==> config.mk <==
export PLATFORM = sky130hd
export DESIGN_NAME = glp_pseudo_random_gen
export DESIGN_NICKNAME = d
export VERILOG_FILES = /design/src/common/glp_pkg.sv /design/src/glp_range_scaler.sv /design/src/glp_pseudo_random_gen.sv
export SDC_FILE = /design/constraint.sdc
export NUM_CORES = 1
export LEC_CHECK = 0
export BUFFER_PORTS_ARGS = -buffer_cell sky130_fd_sc_hd__buf_2
export CAP_MARGIN = 20
export CORE_UTILIZATION = 45
export CTS_CLUSTER_DIAMETER = 150
export DETAILED_ROUTE_END_ITERATION = 7
export PLACE_DENSITY = 0.58
export SYNTH_ARGS = -nofsm -noshare
export SYNTH_HDL_FRONTEND = slang
export SYNTH_HIERARCHICAL = 1
export SYNTH_SLANG_ARGS = --single-unit
==> constraint.sdc <==
create_clock -name core_clk_i -period 11.75 [get_ports core_clk_i]
set_clock_uncertainty 0.15 [all_clocks]
set_input_delay 1.7625 -clock core_clk_i [delete_from_list [all_inputs] [get_ports core_clk_i]]
set_output_delay 1.7625 -clock core_clk_i [all_outputs]
set_load 0.005 [all_outputs]
==> src/common/glp_pkg.sv <==
// Shared constants, carriers and arithmetic for the ranged Galois LFSR generator.
package glp_pkg;

   // ==========================================================================
   // Widths and reset values
   // ==========================================================================
   localparam int unsigned STATE_W = 16;
   localparam int unsigned SPAN_W = STATE_W + 1;
   localparam int unsigned PROD_W = STATE_W + SPAN_W;
   localparam int unsigned SCALE_SHIFT = 16;
   localparam logic [STATE_W-1:0] FEEDBACK_POLY = 16'hB400;
   localparam logic [STATE_W-1:0] SEED_RST = 16'hACE1;
   localparam logic [STATE_W-1:0] LOWER_RST = 16'h0000;
   localparam logic [STATE_W-1:0] UPPER_RST = 16'hFFFF;
   localparam logic [STATE_W-1:0] RESULT_MASK = 16'hFFFF;

   // ==========================================================================
   // Carriers
   // ==========================================================================
   // One command word from the sequencer; any mix of strobes may be set.
   typedef struct packed {
      logic load_seed_cmd;
      logic read_random_cmd;
      logic set_range_cmd;
      logic [STATE_W-1:0] seed;
      logic [STATE_W-1:0] lower;
      logic [STATE_W-1:0] upper;
   } glp_cmd_s;

   // Answer to a read: valid strobe and scaled value.
   typedef struct packed {
      logic valid;
      logic [STATE_W-1:0] value;
   } glp_rand_s;

   // ==========================================================================
   // Arithmetic
   // ==========================================================================
   // One Galois step: take the low bit, shift right, fold in the polynomial.
   function automatic logic [STATE_W-1:0] lfsr_step(input logic [STATE_W-1:0] st);
      logic [STATE_W-1:0] sh;
      sh = st >> 1;
      lfsr_step = st[0] ? (sh ^ FEEDBACK_POLY) : sh;
   endfunction

   // Scale a state into [lower, upper]; the span is 17 bits wide so a full range fits.
   function automatic logic [STATE_W-1:0] scale_value(input logic [STATE_W-1:0] st,
                                                      input logic [STATE_W-1:0] lo,
                                                      input logic [STATE_W-1:0] hi);
      logic [SPAN_W-1:0] span;
      logic [PROD_W-1:0] prod;
      logic [SPAN_W-1:0] sum;
      span = {1'b0, hi} - {1'b0, lo} + 17'h00001;
      prod = {{SPAN_W{1'b0}}, st} * {{STATE_W{1'b0}}, span};
      sum = prod[PROD_W-1:SCALE_SHIFT] + {1'b0, lo};
      scale_value = sum[STATE_W-1:0] & RESULT_MASK;
   endfunction

endpackage

==> src/glp_range_scaler.sv <==
// Registered scaler that maps an LFSR state into the configured range.
`timescale 1ns/100ps
module glp_range_scaler (
   // Clock, reset and enable
   input wire logic core_clk_i,
   input wire logic nrst_i,
   input wire logic clk_en_i,
   // Request with the freshly stepped state and the range in force
   input wire logic req_i,
   input wire logic [glp_pkg::STATE_W-1:0] state_i,
   input wire logic [glp_pkg::STATE_W-1:0] lower_i,
   input wire logic [glp_pkg::STATE_W-1:0] upper_i,
   // Registered answer
   output glp_pkg::glp_rand_s res_o
);

   glp_pkg::glp_rand_s res_r;
   glp_pkg::glp_rand_s res_nxt;

   // The value is held after the strobe drops so the reader may sample it late.
   always_comb begin
      res_nxt = res_r;
      res_nxt.valid = req_i;
      if (req_i) begin
         res_nxt.value = glp_pkg::scale_value(state_i, lower_i, upper_i);
      end
   end

   // The multiplier sits before this register, so the answer costs one cycle.
   always_ff @(posedge core_clk_i or negedge nrst_i) begin
      if (!nrst_i) begin
         res_r <= '0;
      end else if (clk_en_i) begin
         res_r <= res_nxt;
      end
   end

   assign res_o = res_r;

endmodule // glp_range_scaler

==> src/glp_pseudo_random_gen.sv <==
// Ranged pseudo-random generator built on a 16-bit Galois LFSR.
`timescale 1ns/100ps
module glp_pseudo_random_gen (
   // Clock, reset and enable
   input wire logic core_clk_i,
   input wire logic nrst_i,
   input wire logic clk_en_i,
   // Commands from the sequencer
   input wire glp_pkg::glp_cmd_s cmd_i,
   // Random value answer
   output glp_pkg::glp_rand_s rand_o
);

   // ==========================================================================
   // State and range registers
   // ==========================================================================
   logic [glp_pkg::STATE_W-1:0] state_r;
   logic [glp_pkg::STATE_W-1:0] state_nxt;
   logic [glp_pkg::STATE_W-1:0] lower_r;
   logic [glp_pkg::STATE_W-1:0] lower_nxt;
   logic [glp_pkg::STATE_W-1:0] upper_r;
   logic [glp_pkg::STATE_W-1:0] upper_nxt;
   logic do_read;

   // A seed load wins over a read in the same cycle; that read is dropped.
   assign do_read = cmd_i.read_random_cmd & ~cmd_i.load_seed_cmd;

   // Next state: load, step, or hold.
   always_comb begin
      state_nxt = state_r;
      if (cmd_i.load_seed_cmd) begin
         state_nxt = cmd_i.seed;
      end else if (do_read) begin
         state_nxt = glp_pkg::lfsr_step(state_r);
      end
   end

   // Range update; a read in the same cycle still uses the old bounds.
   always_comb begin
      lower_nxt = lower_r;
      upper_nxt = upper_r;
      if (cmd_i.set_range_cmd) begin
         lower_nxt = cmd_i.lower;
         upper_nxt = cmd_i.upper;
      end
   end

   // Reset puts a nonzero seed in place so an unconfigured read is still useful.
   always_ff @(posedge core_clk_i or negedge nrst_i) begin
      if (!nrst_i) begin
         state_r <= glp_pkg::SEED_RST;
         lower_r <= glp_pkg::LOWER_RST;
         upper_r <= glp_pkg::UPPER_RST;
      end else if (clk_en_i) begin
         state_r <= state_nxt;
         lower_r <= lower_nxt;
         upper_r <= upper_nxt;
      end
   end

   // ==========================================================================
   // Scaling stage
   // ==========================================================================
   // The stepped state feeds the scaler directly so the answer uses the new state.
   glp_range_scaler u_scaler (
      .core_clk_i(core_clk_i),
      .nrst_i(nrst_i),
      .clk_en_i(clk_en_i),
      .req_i(do_read),
      .state_i(state_nxt),
      .lower_i(lower_r),
      .upper_i(upper_r),
      .res_o(rand_o)
   );

   // ==========================================================================
   // Assertions
   // ==========================================================================
   // Helper: set once any command has been taken since reset.
   logic cfg_seen_r;
   logic cfg_seen_nxt;

   // Tracks whether the sequencer has touched the block yet.
   always_comb begin
      cfg_seen_nxt = cfg_seen_r | cmd_i.load_seed_cmd | cmd_i.set_range_cmd | cmd_i.read_random_cmd;
   end

   // Registered only while enabled, like the rest of the state.
   always_ff @(posedge core_clk_i or negedge nrst_i) begin
      if (!nrst_i) begin
         cfg_seen_r <= 1'b0;
      end else if (clk_en_i) begin
         cfg_seen_r <= cfg_seen_nxt;
      end
   end

   property p_seed_load;
      @(posedge core_clk_i) disable iff (!nrst_i)
      (clk_en_i && cmd_i.load_seed_cmd) |=> (state_r == $past(cmd_i.seed));
   endproperty
   a_seed_load: assert property (p_seed_load) else $error("Seed was not loaded into the state.");

   property p_shift_plain;
      @(posedge core_clk_i) disable iff (!nrst_i)
      (clk_en_i && do_read && !state_r[0]) |=> (state_r == ($past(state_r) >> 1));
   endproperty
   a_shift_plain: assert property (p_shift_plain) else $error("Even state did not shift right by one.");

   property p_shift_poly;
      @(posedge core_clk_i) disable iff (!nrst_i)
      (clk_en_i && do_read && state_r[0]) |=> (state_r == (($past(state_r) >> 1) ^ glp_pkg::FEEDBACK_POLY));
   endproperty
   a_shift_poly: assert property (p_shift_poly) else $error("Odd state did not fold in the polynomial.");

   property p_answer_value;
      @(posedge core_clk_i) disable iff (!nrst_i)
      (clk_en_i && do_read) |=> (rand_o.valid &&
         rand_o.value == glp_pkg::scale_value(state_r, $past(lower_r), $past(upper_r)));
   endproperty
   a_answer_value: assert property (p_answer_value) else $error("Answer missing or wrongly scaled.");

   property p_no_spurious;
      @(posedge core_clk_i) disable iff (!nrst_i)
      (clk_en_i && !do_read) |=> !rand_o.valid;
   endproperty
   a_no_spurious: assert property (p_no_spurious) else $error("Answer strobe without a read.");

   property p_state_held;
      @(posedge core_clk_i) disable iff (!nrst_i)
      (!clk_en_i || (!cmd_i.load_seed_cmd && !cmd_i.read_random_cmd)) |=> $stable(state_r);
   endproperty
   a_state_held: assert property (p_state_held) else $error("State changed between reads.");

   property p_range_store;
      @(posedge core_clk_i) disable iff (!nrst_i)
      (clk_en_i && cmd_i.set_range_cmd) |=> (lower_r == $past(cmd_i.lower) && upper_r == $past(cmd_i.upper));
   endproperty
   a_range_store: assert property (p_range_store) else $error("Range bounds were not stored.");

   property p_reset_default;
      @(posedge core_clk_i) disable iff (!nrst_i)
      !cfg_seen_r |-> (state_r == glp_pkg::SEED_RST && lower_r == glp_pkg::LOWER_RST &&
         upper_r == glp_pkg::UPPER_RST);
   endproperty
   a_reset_default: assert property (p_reset_default) else $error("Reset defaults not in place.");

   property p_cov_read;
      @(posedge core_clk_i) disable iff (!nrst_i)
      (clk_en_i && do_read) ##1 (clk_en_i && do_read);
   endproperty
   c_cov_read: cover property (p_cov_read);

   property p_cov_poly;
      @(posedge core_clk_i) disable iff (!nrst_i)
      clk_en_i && do_read && state_r[0];
   endproperty
   c_cov_poly: cover property (p_cov_poly);

   property p_cov_range_read;
      @(posedge core_clk_i) disable iff (!nrst_i)
      (clk_en_i && cmd_i.set_range_cmd) ##1 (clk_en_i && do_read);
   endproperty
   c_cov_range_read: cover property (p_cov_range_read);

   property p_cov_seed_read;
      @(posedge core_clk_i) disable iff (!nrst_i)
      (clk_en_i && cmd_i.load_seed_cmd) ##1 (clk_en_i && do_read);
   endproperty
   c_cov_seed_read: cover property (p_cov_seed_read);

endmodule // glp_pseudo_random_gen

==> impl_metrics.csv <==
group,metric,value,unit
clocking,worstSkewPairLatency,0.34,ns
sta,hold_viol_final,0,
global_routing,grt_pass1_vias,9866,
sta,slew_violations,0,
global_routing,grt_use_met1,30.1,%
synth,yosysUniqueCellTypes,54,
route,firstDrtPassIters,4,
sta,final-setup-viol-count,0,
synth,ys_ff_latch,65,
synth,syn_inst,1403,
synth,ys_warn_count,6,
clocking,cts_max_path_buffers,2,
route,drtIter0Drc,337,
global_routing,antenna_found_initial,0,
cells_and_area,areaGrowthSynthToFinish,8.73,%
synth,synthMuxAreaShare,4.24,%
worst_setup_path,cp-start-kind,"flop",
worst_hold_path,min_path_type,"flop to flop",
synth,synth_most_common_cell,"inv_1",
route,ant_nets,0,
global_routing,grt_pass1_wl,51.3,mm
status,outcome,"finished, final reports clean",
floorplan,die_area,29400,sq um
sta,finalSetupTns,0,ns
route,viasPerCell,5.07,
clocking,ctsHoldBuffers,0,
global_routing,grt_busiest_layer,"met2",
worst_hold_path,worstHoldStart,"u_scaler/res_o[10]$_DFFE_PN0P_",
sta,relSlewSlack,31.2,%
worst_setup_path,crit_path_top_delay_cell,"dfstp_2",
floorplan,core-area,28000,sq um
clocking,cts_made_buffers,9,
worst_setup_path,path_class,"flop to flop",
floorplan,rows,61,
sta,fin_crit_sh,92.9,%
clocking,cts_root_buf,"clkbuf_16",
sta,fin_crit,10.91,ns
worst_setup_path,cp.arrival,11.00,ns
synth,synth-compound-area-share,8.43,%
cells_and_area,nFillCells,2715,
worst_setup_path,worst-path-max-fanout,13,
job,maxCapViolations,0,
route,wl,30.5,mm
sta,max_freq,91.6,MHz
worst_setup_path,slowest_delay,0.52,ns
clocking,cts_htree_levels,3,
placement,gp_congestion,0.865,
worst_setup_path,reg2reg_from,"upper_r[1]$_DFFE_PN1P_",
worst_setup_path,critPathRequiredTime,11.84,ns
worst_setup_path,critPathLaunch,"upper_r[1]$_DFFE_PN1P_",
synth,yosysTopAreaCell,"fa_1",
synth,synth_enable_flop_cells,0,
synth,synth_top_family_by_area,"adder cells",
worst_setup_path,cp.buffers_inverters,8,
clocking,path_clk_slew,0.06,ns
synth,synth_adder_area_share,46.5,%
synth,syn_area,12900,sq um
synth,synth-xor-area-share,3.15,%
sta,tightest_slew,1.03,ns
synth,ys_top_cells_by_count,"289 x inv_1, 208 x fa_1, 187 x nand2_1, 147 x ha_1, 110 x and2_1",
placement,hpwlAfterDp,23.8,mm
global_routing,grt_overflow_total,0,
worst_setup_path,crit_family,"adder cells",
worst_setup_path,cp-end-kind,"flop",
floorplan,top_level_ports,71,
route,drt-wirelength-per-cell,16.5,um
clocking,cts_tree,"done",
sta,rsz0062_at_grt,"no",
route,routed-via-count,9348,
clocking,clock-sinks,65,
global_routing,track_usage,22.7,%
synth,syn_nets,1812,
synth,async_flop_share,100,%
global_routing,met3_usage,2.14,%
synth,yosysSeqAreaShare,12.8,%
clocking,post_cts_buffers,0,
clocking,post_cts_resized,0,
synth,yosys.area_share.simple,14.6,%
floorplan,die_x,171,um
synth,ys.flop_type,"dfrtp_1",
global_routing,use_met2,40.2,%
cells_and_area,nets,1869,
synth,synth_top_area_share,32.2,%
synth,synthTopCellsByArea,"fa_1 32%, ha_1 14%, inv_1 8.4%",
floorplan,die-height,171,um
route,drc,0,
placement,portBuffers,70,
cells_and_area,n_antenna_cell,0,
cells_and_area,final_layout_size_suffix_gt1_share,13.0,%
floorplan,start_util,46.1,%
synth,syn_avg_cell_area,9.21,sq um
global_routing,grt_max_degree,66,
worst register-to-register path, delay by kind of cell (launching register included):
kind            cells  cell delay [ns]
simple gates        6             0.94
buf+inv             8             0.66
compound gates     17             3.39
fa+ha+maj          11             4.39
xor+xnor            4             0.79
flops               1             0.52
area by class of cell:
| class | instances | area, sq um | area share (%) |
|---|---|---|---|
| clock buffer | 9 | 225 | 1.60 |
| clock inverter | 7 | 53.8 | 0.383 |
| inverter | 289 | 1080 | 7.72 |
| multi-input combinational | 994 | 9950 | 70.8 |
| sequential | 65 | 1660 | 11.8 |
| tap | 378 | 473 | 3.37 |
| timing repair buffer | 101 | 603 | 4.29 |
per-layer routing:
layer	up-vias	routed length [um]	share of wire (%)
li1	4461	-	-
met1	4697	13600	45
met2	155	15500	51
met3	35	922	3.0
met4	0	446	1.5
met5	-	0	0
path summary, 6_finish.rpt:
kind                       cells after the start                        endpoint  slack, ns
max                                           46  u_scaler/res_o[15]$_DFFE_PN0P_       0.84
min                                            2  u_scaler/res_o[10]$_DFFE_PN0P_       0.33
max reg2reg                                   46  u_scaler/res_o[15]$_DFFE_PN0P_       0.84
min reg2reg                                    2  u_scaler/res_o[10]$_DFFE_PN0P_       0.33
max in group asynchronous                      2          state_r[4]$_DFFE_PN0P_       9.42
min in group asynchronous                      2  u_scaler/res_o[13]$_DFFE_PN0P_       1.46
logic make-up after synthesis:
| group | after synthesis |
|---|---|
| compound gates | 164 |
| xor+xnor | 44 |
| fa+ha+maj | 355 |
| buf+inv | 344 |
| flops | 65 |
| mux | 39 |
| simple gates | 392 |
flip-flops by register name (all words and copies together), names as in the netlist:
| signal | flops |
|---|---|
| state_r | 16 |
| upper_r | 16 |
| lower_r | 16 |
| u_scaler/res_o | 17 |
stage by stage:
stage,cells,util (%),area (sq um),setup WS [ns],hold WS (ns)
finish,1843,50.2,14100,0.839,0.325
global route,1843,50.2,14100,0.120,0.367
CTS,1842,50.0,14000,0.689,0.334
detailed placement,1826,49.1,13700,0.742,0.319
global placement,1826,49.1,13700,0.970,0.316
floorplan,1403,-,12900,1.77,0.323
layout by cell type, fill, tap and decap left out, drive strengths merged, types with 19 or more instances in the layout:
master | synthesis | routed
buf | 17 | 101
dfrtp | 41 | 41
o22ai | 19 | 19
fa | 208 | 208
and2 | 110 | 110
dfstp | 24 | 24
o21ai | 46 | 46
nor2 | 35 | 35
inv | 289 | 291
nand2 | 188 | 188
mux2 | 36 | 36
ha | 147 | 147
xnor2 | 29 | 29
a21oi | 41 | 41
Power is left out: the tool's default activity adds up to more than one toggle a clock period on the data nets, which glitch-free logic cannot reach.
